## config.mk

```make
export PLATFORM = sky130hd
export DESIGN_NAME = vfdtc_scan_timing
export DESIGN_NICKNAME = d
export VERILOG_FILES = /design/src/vfdtc_pkg.sv /design/src/vfdtc_scan_timing.sv
export SDC_FILE = /design/constraint.sdc
export NUM_CORES = 1
export LEC_CHECK = 0
export ABC_AREA = 1
export ABC_CLOCK_PERIOD_IN_PS = 1400
export BUFFER_PORTS_ARGS = -buffer_cell sky130_fd_sc_hd__clkbuf_2
export CAP_MARGIN = 30
export CORE_ASPECT_RATIO = 0.8
export CORE_MARGIN = 2
export CORE_UTILIZATION = 30
export CTS_CLUSTER_SIZE = 30
export DETAILED_ROUTE_END_ITERATION = 10
export GPL_ROUTABILITY_DRIVEN = 0
export REMOVE_ABC_BUFFERS = 1
export SLEW_MARGIN = 20
export SYNTH_ARGS = -nofsm -noshare
export SYNTH_HDL_FRONTEND = slang
export SYNTH_SLANG_ARGS = --single-unit
export TNS_END_PERCENT = 10
```

## constraint.sdc

```tcl
create_clock -name ref_clk_i -period 1.4 [get_ports ref_clk_i]
set_input_delay 0.28 -clock ref_clk_i [delete_from_list [all_inputs] [get_ports ref_clk_i]]
set_output_delay 0.28 -clock ref_clk_i [all_outputs]
set_load 0.02 [all_outputs]
```

## src/vfdtc_pkg.sv

```systemverilog
package vfdtc_pkg;
   // register layout
   localparam int          CTRL_INV_POS   = 7;
   localparam int          CTRL_WID_LSB   = 5;
   localparam int          CTRL_CNT_LSB   = 0;
   localparam logic [7:0]  CTRL_RESET     = 8'h00;
   // slot length is 2^(BASE + sel) machine clocks
   localparam int          SLOT_LOG2_BASE = 11;
   localparam int          SLOT_CNT_W     = 14;

   // configuration register fields
   typedef struct packed {
      logic       output_invert_bit;
      logic [1:0] slot_width_sel;
      logic [4:0] slot_count;
   } vfdtc_ctrl_s;

   typedef enum logic [1:0] {
      VFDTC_IDLE = 2'b00,
      VFDTC_RUN  = 2'b01,
      VFDTC_STOP = 2'b10
   } vfdtc_state_e;

   // whole state of the block except the output flops
   typedef struct packed {
      vfdtc_ctrl_s               ctrl;
      vfdtc_state_e              state;
      logic [SLOT_CNT_W-1:0]     tick;
      logic [4:0]                slot;
      logic                      slot_start;
      logic                      active;
   } vfdtc_regs_s;
endpackage

```

## src/vfdtc_scan_timing.sv

```systemverilog
`timescale 1ns/100ps
`default_nettype none
module vfdtc_scan_timing
   import vfdtc_pkg::*;
#(
   parameter int OUT_W = 60,
   parameter int LED_W = 17
) (
   input  wire logic             ref_clk_i,
   input  wire logic             srst_i,
   input  wire logic             ctrl_wr_i,
   input  wire logic [7:0]       ctrl_wdata_i,
   input  wire logic             tube_scan_go_i,
   input  wire logic             led_scan_go_i,
   input  wire logic [OUT_W-1:0] tube_data_i,
   input  wire logic [LED_W-1:0] led_data_i,
   output logic [OUT_W-1:0]      tube_out_o,
   output logic [LED_W-1:0]      led_out_o,
   output logic [4:0]            slot_index_o,
   output logic                  slot_start_o,
   output logic                  scan_active_o
);

   vfdtc_regs_s r;
   vfdtc_regs_s next_r;
   logic [SLOT_CNT_W-1:0] slot_last;

   // terminal count of one slot for a width selection
   function automatic logic [SLOT_CNT_W-1:0] slot_len_m1(
      input logic [1:0] sel
   );
      logic [SLOT_CNT_W:0] len;
      len = (SLOT_CNT_W+1)'(1) << (SLOT_LOG2_BASE + int'(sel));
      return SLOT_CNT_W'(len - (SLOT_CNT_W+1)'(1));
   endfunction

   assign slot_last = slot_len_m1(r.ctrl.slot_width_sel);

   // next state of the sequencer and register
   always_comb begin
      next_r            = r;
      next_r.slot_start = 1'b0;
      // byte write only, no readback path exists
      if (ctrl_wr_i) begin
         next_r.ctrl.output_invert_bit = ctrl_wdata_i[CTRL_INV_POS];
         next_r.ctrl.slot_width_sel    = ctrl_wdata_i[CTRL_WID_LSB +: 2];
         next_r.ctrl.slot_count        = ctrl_wdata_i[CTRL_CNT_LSB +: 5];
      end
      unique case (r.state)
         VFDTC_IDLE: begin
            if (tube_scan_go_i) begin
               next_r.state      = VFDTC_RUN;
               next_r.tick       = '0;
               next_r.slot       = '0;
               next_r.slot_start = 1'b1;
               next_r.active     = 1'b1;
            end
         end
         VFDTC_RUN, VFDTC_STOP: begin
            if (!tube_scan_go_i && r.state == VFDTC_RUN) begin
               next_r.state = VFDTC_STOP;
            end
            if (r.tick == slot_last) begin
               next_r.tick = '0;
               // stop takes effect only at a slot boundary
               if (r.state == VFDTC_STOP || !tube_scan_go_i) begin
                  next_r.state  = VFDTC_IDLE;
                  next_r.active = 1'b0;
               end else begin
                  next_r.slot_start = 1'b1;
                  if (r.slot >= r.ctrl.slot_count) begin
                     next_r.slot = '0;
                  end else begin
                     next_r.slot = r.slot + 5'h01;
                  end
               end
            end else begin
               next_r.tick = r.tick + SLOT_CNT_W'(1);
            end
         end
         default: begin
            next_r.state  = VFDTC_IDLE;
            next_r.active = 1'b0;
         end
      endcase
   end

   // single state register; fields written mid-scan are the user's hazard
   always_ff @(posedge ref_clk_i) begin
      if (srst_i) begin
         r.ctrl       <= vfdtc_ctrl_s'(CTRL_RESET);
         r.state      <= VFDTC_IDLE;
         r.tick       <= '0;
         r.slot       <= '0;
         r.slot_start <= 1'b0;
         r.active     <= 1'b0;
      end else begin
         r <= next_r;
      end
   end

   // output flops; tube blanked level follows the inversion too, led pins are never inverted
   // ram word is looked up by the registered slot, so pins trail it a cycle
   always_ff @(posedge ref_clk_i) begin
      if (srst_i) begin
         tube_out_o <= '0;
         led_out_o  <= '0;
      end else begin
         tube_out_o <= (r.active ? tube_data_i : '0)
                       ^ {OUT_W{r.ctrl.output_invert_bit}};
         led_out_o  <= led_scan_go_i ? led_data_i : '0;
      end
   end

   assign slot_index_o  = r.slot;
   assign slot_start_o  = r.slot_start;
   assign scan_active_o = r.active;

endmodule
`default_nettype wire

```

==> flow_summary.json, run 1 <==
{
  "crit_arrival_ns": 1.72,
  "synth_common_cells": "115 x nand2_1, 108 x dfxtp_1, 77 x a21oi_1",
  "ys.flop_type": "dfxtp_1",
  "ys_types": 36,
  "crit_fanout": 4,
  "grt_pass1_wl_um": 19700,
  "cp-startpoint": "r[25]",
  "endpoint_kind": "flop",
  "core_um2": 14900,
  "yosys.area.top_type": "dfxtp_1",
  "violations": "setup timing",
  "worstSetupStartpointType": "flop",
  "swShare": 0.293,
  "finalCriticalPeriod_ns": 1.44,
  "syn_inst": 593,
  "die_area_um2": 16100,
  "vias_per_cell": 4.38,
  "num_rows": 40,
  "dr.pass1.iters": 4,
  "grt_max_degree": 75,
  "avgRoutedWirePerCell_um": 12.3,
  "power_density_nw_per_um2": 1100,
  "ys_seq_area_frac": 0.478,
  "period_share": 1.03,
  "min_from": "led_data_i[13]",
  "netlist_area_um2": 4520,
  "vias": 4357,
  "clockRootBuffer": "clkbuf_16",
  "power_frac_clock": 0.348,
  "clockBufferDepth": 2,
  "cts_tree": "built",
  "numCtsBuffers": 9,
  "place_hpwl_um": 8750,
  "fp.dieW_um": 141,
  "p_switching_mw": 2.10,
  "clock_latency_ns": 0.35,
  "hold_viol": 0,
  "cts.sinks": 108,
  "hold_ws_ns": 0.119,
  "drv_slew": 0,
  "r2r_setup_slack_ns": -0.04,
  "yosysMostFrequentCell": "nand2_1",
  "pre_cts_ws_ns": -0.209,
  "drt_iter0_drc": 193,
  "r2r_start": "r[25]",
  "rsz0062_at_grt": "yes",
  "syn_avg_cell_area_um2": 7.62,
  "required_ns": 1.68,
  "drtAntennaViolNets": 0,
  "antenna_found_initial": 0,
  "outcome": "finished with violations",
  "io_pins": 174,
  "async_flop_share": 0,
  "n_fill_cell": 1506,
  "setup_viol": 7,
  "max_clock_freq_mhz": 695,
  "drc": 0,
  "comb_power_share": 0.188,
  "area_growth_pct": 44.2,
  "setup_ws_ns": -0.0399,
  "clkTransAtPathRegs_ns": 0.07,
  "h-tree-depth": 3,
  "p_leak_nw": 3.04,
  "port_buffers": 173,
  "gr-total-overflow": 0,
  "grt_pass1_vias": 4164,
  "fin_skew_ns": 0.00798,
  "wirelength_um": 12200,
  "yosysTopAreaCellShare": 0.478,
  "antennaDiodeCount": 0,
  "ys_ff_latch": 108,
  "start_util": 0.304,
  "drive_gt1_frac": 0.396,
  "worstHoldPathType": "in -> reg",
  "intPower_mw": 5.08,
  "grtUsageTotal": 0.152,
  "path_class": "reg -> reg",
  "yosysWarnings": 0,
  "seq_power_share": 0.464,
  "drv_cap": 0,
  "fp.dieH_um": 114,
  "vdd_drop_max_mv": 0.698,
  "nets": 902,
  "synth_area_leaders": "dfxtp_1 48%, nand2_1 9.5%, a21oi_1 8.5%",
  "synth_edf_count": 0
}
-- per-layer routing --
metal	track usage	routed length [µm]
met2	0.235	5200
met3	0.0680	1190
met4	0.0400	110
met1	0.193	5710
met5	0	0
-- layout make-up --
type	instances	area, µm²	area share
Multi-Input combinational cell	393	2210	0.339
Sequential cell	108	2180	0.335
Timing Repair Buffer	231	1380	0.212
Clock buffer	11	243	0.0372
Tap cell	189	236	0.0363
Inverter	57	216	0.0332
Clock inverter	5	45.0	0.00691
-- registers in the layout, indices dropped and copies added, names as in the netlist --
register,count
r,24
scan_active_o,1
slot_start_o,1
slot_index_o,5
tube_out_o,60
led_out_o,17
-- worst max-delay path, stage by stage (launching register included) --
cell	delay (ns)
dfxtp_2	0.32
inv_2	0.07
ha_4	0.20
nand2_1	0.05
nand2_1	0.08
a21oi_4	0.19
and2_4	0.17
nand3_2	0.07
nor2_1	0.10
nor2_1	0.05
nor2_1	0.08
-- cell usage in the layout (no fill, tap or decap), types with 3 or more instances in the layout --
cell,instances
clkbuf_2,171
nand2_1,112
dfxtp_1,92
a21oi_1,76
o21ai_0,69
buf_4,52
nor2_1,46
inv_1,42
dfxtp_2,15
inv_2,14
nand3_1,11
nand4_1,9
clkbuf_16,9
ha_4,8
xor2_1,7
nor2_4,6
nor3_1,6
nand3_2,5
nand2_4,5
buf_12,5
nand2_2,4
o22ai_1,3
-- path summary, 6_finish.rpt --
check        cells after the start               to
max                             10  slot_index_o[2]
min                              3    led_out_o[13]
max reg2reg                     10  slot_index_o[2]
min reg2reg                      2            r[25]
-- through the flow --
step / util / area (µm²) / power, mW / cells / TNS (ns)
final: 0.438 / 6520 / 7.18 / 994 / -0.0578
after floorplan: - / 4360 / 4.09 / 558 / -44.77
after global routing: 0.438 / 6520 / 7.56 / 994 / -2.22
after global placement: 0.398 / 5920 / 4.65 / 972 / -1.91
after CTS: 0.432 / 6420 / 7.28 / 992 / -0.310
after detailed placement: 0.398 / 5920 / 4.65 / 972 / -2.32
-- power groups by stage --
stage | Sequential, mW | Clock (mW) | Combinational (mW)
after detailed placement | 3.39 | 0 | 1.26
after global routing | 3.35 | 2.71 | 1.50
final | 3.33 | 2.50 | 1.35
after floorplan | 3.63 | 0 | 0.460
after CTS | 3.33 | 2.61 | 1.33
after global placement | 3.38 | 0 | 1.26
-- kinds of logic (layout without fill, tap and decap cells) --
family,count (synthesis),count (layout),share of synthesized area
other cells,1,2,0.000830
simple gates,216,216,0.213
xor+xnor,9,9,0.0174
compound gates,154,154,0.174
fa+ha+maj,12,12,0.0332
flops,108,108,0.478
buf+inv,93,304,0.0836
-- timing repair --
action,in CTS,in global routing
gates resized for setup,46,25
pin swaps,20,16
hold buffers,0,0
buffers inserted,4,2
setup endpoints to repair,24,26
gates cloned,0,0
Note: power is estimated with default switching activity, not from simulation.
==> run 2: changes to the inputs <==
ABC_AREA = not set   (was 1)
==> run 2 against run 1 <==
Effect of this change:
- the run still ends with setup timing left
- worst setup slack lost 0.29 ns
- routed wire length shrank 11%
- sequential power about the same
==> flow_summary.json, run 2 <==
{
  "outcome": "finished with violations",
  "violations": "setup timing",
  "clock_latency_ns": 0.35,
  "endpoint_kind": "flop",
  "setup_ws_ns": -0.326,
  "grtUsageTotal": 0.140,
  "yosys.area.top_type": "dfxtp_1",
  "yosysMostFrequentCell": "dfxtp_1",
  "drive_gt1_frac": 0.394,
  "h-tree-depth": 3,
  "met3_usage": 0.0661,
  "required_ns": 1.64,
  "ys_seq_area_frac": 0.489,
  "grt_pass1_wl_um": 17800,
  "ys_types": 45,
  "max_clock_freq_mhz": 580,
  "drtAntennaViolNets": 0,
  "slew_headroom": 0.483,
  "antenna_found_initial": 0,
  "vias": 3793,
  "clockBufferDepth": 2,
  "wirelength_um": 10900,
  "grt_max_degree": 57,
  "syn_inst": 485,
  "crit_arrival_ns": 1.96,
  "busiest_layer": "met2",
  "finalCriticalPeriod_ns": 1.73,
  "num_rows": 39,
  "synth_edf_count": 0,
  "numCtsBuffers": 9,
  "place_hpwl_um": 8200,
  "crit_fanout": 4,
  "synth_common_cells": "108 x dfxtp_1, 85 x nor2_1, 72 x xor2_1",
  "hold_ws_ns": 0.134,
  "worst_pin_slew_ns": 0.774,
  "drv_cap": 0,
  "antennaDiodeCount": 0,
  "synth_area_leaders": "dfxtp_1 49%, xor2_1 14%, nor2_1 7.2%",
  "cts_tree": "built",
  "place_inst": 863,
  "final_common_cell": "clkbuf_2",
  "async_flop_share": 0,
  "final_cells": 879,
  "largest_reg_flops": 60,
  "vias_per_cell": 4.32,
  "netlist_area_um2": 4430,
  "nets": 792,
  "layout_common_cells": "172 x clkbuf_2, 102 x dfxtp_1, 85 x nor2_1",
  "grt_util_met2": 0.221,
  "port_buffers": 173,
  "die_area_um2": 15700,
  "r2r_cells": 5,
  "utilization": 0.437,
  "worstSetupStartpointType": "flop",
  "ctsHoldBuffers": 0,
  "rsz0062_at_grt": "yes",
  "fin_skew_ns": 0.00522,
  "start_util": 0.308,
  "syn_avg_cell_area_um2": 9.12,
  "drc": 0,
  "drv_slew": 0,
  "ys_ff_latch": 108,
  "dr.pass1.iters": 4,
  "cts.sinks": 108,
  "core_um2": 14300,
  "period_share": 1.23,
  "top_regs": "tube_out_o (60), r (24), led_out_o (17)",
  "worstHoldPathType": "in -> reg",
  "largest-register": "tube_out_o",
  "io_pins": 174,
  "setup_viol": 23,
  "path_class": "reg -> reg",
  "yosysTopAreaCellShare": 0.489,
  "ys.flop_type": "dfxtp_1",
  "use_met1": 0.166,
  "cts_setup_buffers": 0,
  "power_density_nw_per_um2": 1180,
  "p_leak_nw": 2.98,
  "drt_iter0_drc": 132,
  "grt_pass1_vias": 3803,
  "hold_viol": 0,
  "whs_path_depth": 2,
  "clockRootBuffer": "clkbuf_16",
  "fp.dieH_um": 113,
  "gr-total-overflow": 0,
  "fp.dieW_um": 140,
  "clkTransAtPathRegs_ns": 0.07,
  "avgRoutedWirePerCell_um": 12.4,
  "yosysWarnings": 0,
  "vdd_drop_max_mv": 0.713,
  "area_growth_pct": 41.8
}
## run 2: cell types whose count changed after synthesis, moves of 11 or more
cell	change
and2_1	+16
xor2_1	+65
inv_1	-39
nand2_1	-45
o21ai_0	-66
a21oi_1	-72
nor2_1	+35
clkbuf_1	-11
## run 2: cell families (layout without fill, tap and decap cells)
| family | Yosys count | in the layout | share of synthesized area |
|---|---|---|---|
| buf+inv | 42 | 251 | 0.0421 |
| fa+ha+maj | 12 | 12 | 0.0339 |
| mux | 9 | 9 | 0.0206 |
| compound gates | 28 | 28 | 0.0532 |
| flops | 108 | 108 | 0.489 |
| simple gates | 209 | 209 | 0.210 |
| other cells | 1 | 2 | 0.000847 |
| xor+xnor | 76 | 76 | 0.150 |
## run 2: what timing repair did
item / CTS / global route
pin swaps: 2 / 4
endpoints found under the setup margin: 24 / 24
resized for setup: 17 / 10
## run 2: worst max-delay path, stage by stage, from the launching register on
cell,delay [ns]
dfxtp_2,0.34
a21o_1,0.21
a211oi_4,0.32
nand3_2,0.15
o31a_1,0.32
mux2_2,0.28
## run 2: area by class of cell
type,instances,area (µm²)
fillers,1418,8070
multi-input cells,336,2180
flip-flops and latches,108,2170
repair buffers,224,1320
clock buffers,10,239
well taps,184,230
clock inverters,6,95.1
inverters,11,41.3
## run 2: metal layers
| metal | wire (µm) | up-vias |
|---|---|---|
| met2 | 4830 | 144 |
| met5 | 0 | - |
| met3 | 1170 | 16 |
| met4 | 221 | 0 |
| li1 | - | 1943 |
| met1 | 4700 | 1690 |
## run 2: final timing paths
| path | startpoint | end | slack, ns |
|---|---|---|---|
| max | r[28] | slot_index_o[0] | -0.33 |
| min | led_data_i[10] | led_out_o[10] | 0.13 |
| max reg2reg | r[28] | slot_index_o[0] | -0.33 |
| min reg2reg | r[24] | r[24] | 0.50 |
## run 2: power by group
part           leakage, nW  switching (mW)  internal (mW)
registers            0.886          0.0693           3.26
clock network        0.163            1.16           1.63
logic                 1.93           0.741          0.530
total                 2.98            1.97           5.42
## run 2: per-stage QoR
| step | total power, mW | TNS [ns] | worst slack (ns) | cell area, µm² |
|---|---|---|---|---|
| 6_report | 7.39 | -4.80 | -0.326 | 6280 |
| 2_1_floorplan | 4.08 | -67.72 | -1.03 | 4280 |
| 5_1_grt | 7.76 | -6.71 | -0.425 | 6280 |
| 4_1_cts | 7.48 | -4.74 | -0.314 | 6230 |
| 3_3_place_gp | 4.61 | -7.27 | -0.327 | 5830 |
| 3_5_place_dp | 4.63 | -9.93 | -0.476 | 5830 |
==> run 3: changes to the inputs <==
SETUP_SLACK_MARGIN = 0.15   (was not set)
==> run 3 against run 2 <==
Effect of this change:
- the flow still finishes with violations (setup timing)
- final cell count did not move
- flip-flop and latch count unchanged
- largest power group unchanged
- sequential power barely moved
- worst hold slack hardly changed
- combinational power hardly changed
- design area grew 0.32%
- first-iteration DRC count is 2.3% higher
- die area did not move
==> flow_summary.json, run 3 (synthesis gave the netlist of run 2 again) <==
{
  "highest_layer": "met4",
  "crit_fanout": 4,
  "endpoint_kind": "flop",
  "h-tree-depth": 3,
  "whs_path_depth": 2,
  "antennaDiodeCount": 0,
  "io_pins": 174,
  "worstSetupStartpointType": "flop",
  "avgRoutedWirePerCell_um": 12.4,
  "cts.sinks": 108,
  "port_buffers": 173,
  "crit_slowest_cell": "dfxtp_2",
  "top_regs": "tube_out_o (60), r (24), led_out_o (17)",
  "wl_met3_um": 1200,
  "vias_per_cell": 4.32,
  "fp.dieW_um": 140,
  "clkTransAtPathRegs_ns": 0.07,
  "start_util": 0.308,
  "period_share": 1.23,
  "r2r_setup_slack_ns": -0.32,
  "clockBufferDepth": 2,
  "wl_met2_um": 4860,
  "finalPower_mw": 7.39,
  "clockRootBuffer": "clkbuf_16",
  "vdd_drop_max_mv": 0.713,
  "slowest_delay_ns": 0.34,
  "num_rows": 39,
  "drive_gt1_frac": 0.396,
  "max_clock_freq_mhz": 583,
  "final_common_cell": "clkbuf_2",
  "crit_arrival_ns": 1.95,
  "drv_slew": 0,
  "drtAntennaViolNets": 0,
  "worstHoldPathType": "in -> reg",
  "gr-total-overflow": 0,
  "drt_iter0_drc": 135,
  "die_area_um2": 15700,
  "violations": "setup timing",
  "p_leak_nw": 2.98,
  "grt_pass1_wl_um": 17800,
  "setup_ws_ns": -0.316,
  "place_hpwl_um": 8200,
  "finalCriticalPeriod_ns": 1.72,
  "utilization": 0.439,
  "vias": 3799,
  "cts_tree": "built",
  "power_density_nw_per_um2": 1170,
  "grtUsageTotal": 0.140,
  "setup_viol": 23,
  "grt_max_degree": 57,
  "fp.dieH_um": 113,
  "hold_ws_ns": 0.134,
  "cts_setup_buffers": 0,
  "dr.pass1.iters": 4,
  "min_from": "led_data_i[10]",
  "core_um2": 14300,
  "rsz0062_at_grt": "yes",
  "area_growth_pct": 42.3,
  "nets": 792,
  "layout_common_cells": "168 x clkbuf_2, 102 x dfxtp_1, 85 x nor2_1",
  "antenna_found_initial": 0,
  "worstPathCellList": "a21o_1 > a211oi_4 > nand3_2 > o31a_1 > mux2_2",
  "hold_path_end": "led_out_o[10]",
  "grt_pass1_vias": 3796,
  "r2r_start": "r[28]",
  "drv_cap": 0,
  "wl_met1_um": 4650,
  "largest-register": "tube_out_o",
  "clock_latency_ns": 0.35,
  "numCtsBuffers": 9,
  "wirelength_um": 10900,
  "path_class": "reg -> reg",
  "outcome": "finished with violations",
  "fin_skew_ns": 0.00522,
  "hold_viol": 0,
  "place_inst": 863,
  "drc": 0,
  "rr_endpoint": "slot_index_o[0]",
  "largest_reg_flops": 60,
  "ctsHoldBuffers": 0,
  "r2r_cells": 5,
  "final_cells": 879,
  "required_ns": 1.63
}
==> run 3: cell type report <==
| cell class | instances | area, µm² |
|---|---|---|
| Fill cell | 1419 | 8050 |
| Sequential cell | 108 | 2170 |
| Multi-Input combinational cell | 336 | 2170 |
| Timing Repair Buffer | 224 | 1350 |
| Clock buffer | 10 | 239 |
| Tap cell | 184 | 230 |
| Clock inverter | 6 | 95.1 |
| Inverter | 11 | 41.3 |
==> run 3: worst max-delay path by stage <==
stage	startpoint	endpoint	slack, ns	cells past startpoint
floorplan	r[30]	r[30]	-1.03	2
global placement	r[29]	slot_index_o[0]	-0.33	5
detailed placement	r[22]	r[13]	-0.48	7
CTS	r[29]	slot_index_o[2]	-0.31	5
global route	r[22]	slot_index_o[2]	-0.43	7
finish	r[28]	slot_index_o[0]	-0.32	5
==> run 3: worst max-delay path, delay by kind of cell, from the launching register on <==
family          cells  cell delay [ns]
mux                 1             0.28
compound gates      3             0.84
simple gates        1             0.15
flops               1             0.34
==> run 3: power breakdown <==
group	leakage, nW	total [mW]	switching, mW	internal [mW]
combinational	1.93	1.27	0.739	0.530
clock	0.163	2.79	1.16	1.63
sequential	0.886	3.33	0.0693	3.26
total	2.98	7.39	1.97	5.42
==> run 3: metrics by stage <==
| stage | setup WS, ns | TNS [ns] | cell area, µm² |
|---|---|---|---|
| after floorplan | -1.03 | -67.72 | 4280 |
| after global placement | -0.327 | -7.27 | 5830 |
| after detailed placement | -0.476 | -9.93 | 5830 |
| after CTS | -0.314 | -4.74 | 6260 |
| after global routing | -0.425 | -6.79 | 6300 |
| final | -0.316 | -4.69 | 6300 |
==> run 3: what timing repair did <==
| item | in CTS | in global routing |
|---|---|---|
| resized for setup | 24 | 10 |
| setup endpoints to repair | 29 | 46 |
| pin swaps | 2 | 3 |
==> run 3: routing by layer <==
layer | up-vias | global-route usage
met3 | 16 | 0.0661
met4 | 0 | 0.0553
met5 | - | 0
met2 | 139 | 0.221
li1 | 1940 | -
met1 | 1704 | 0.166
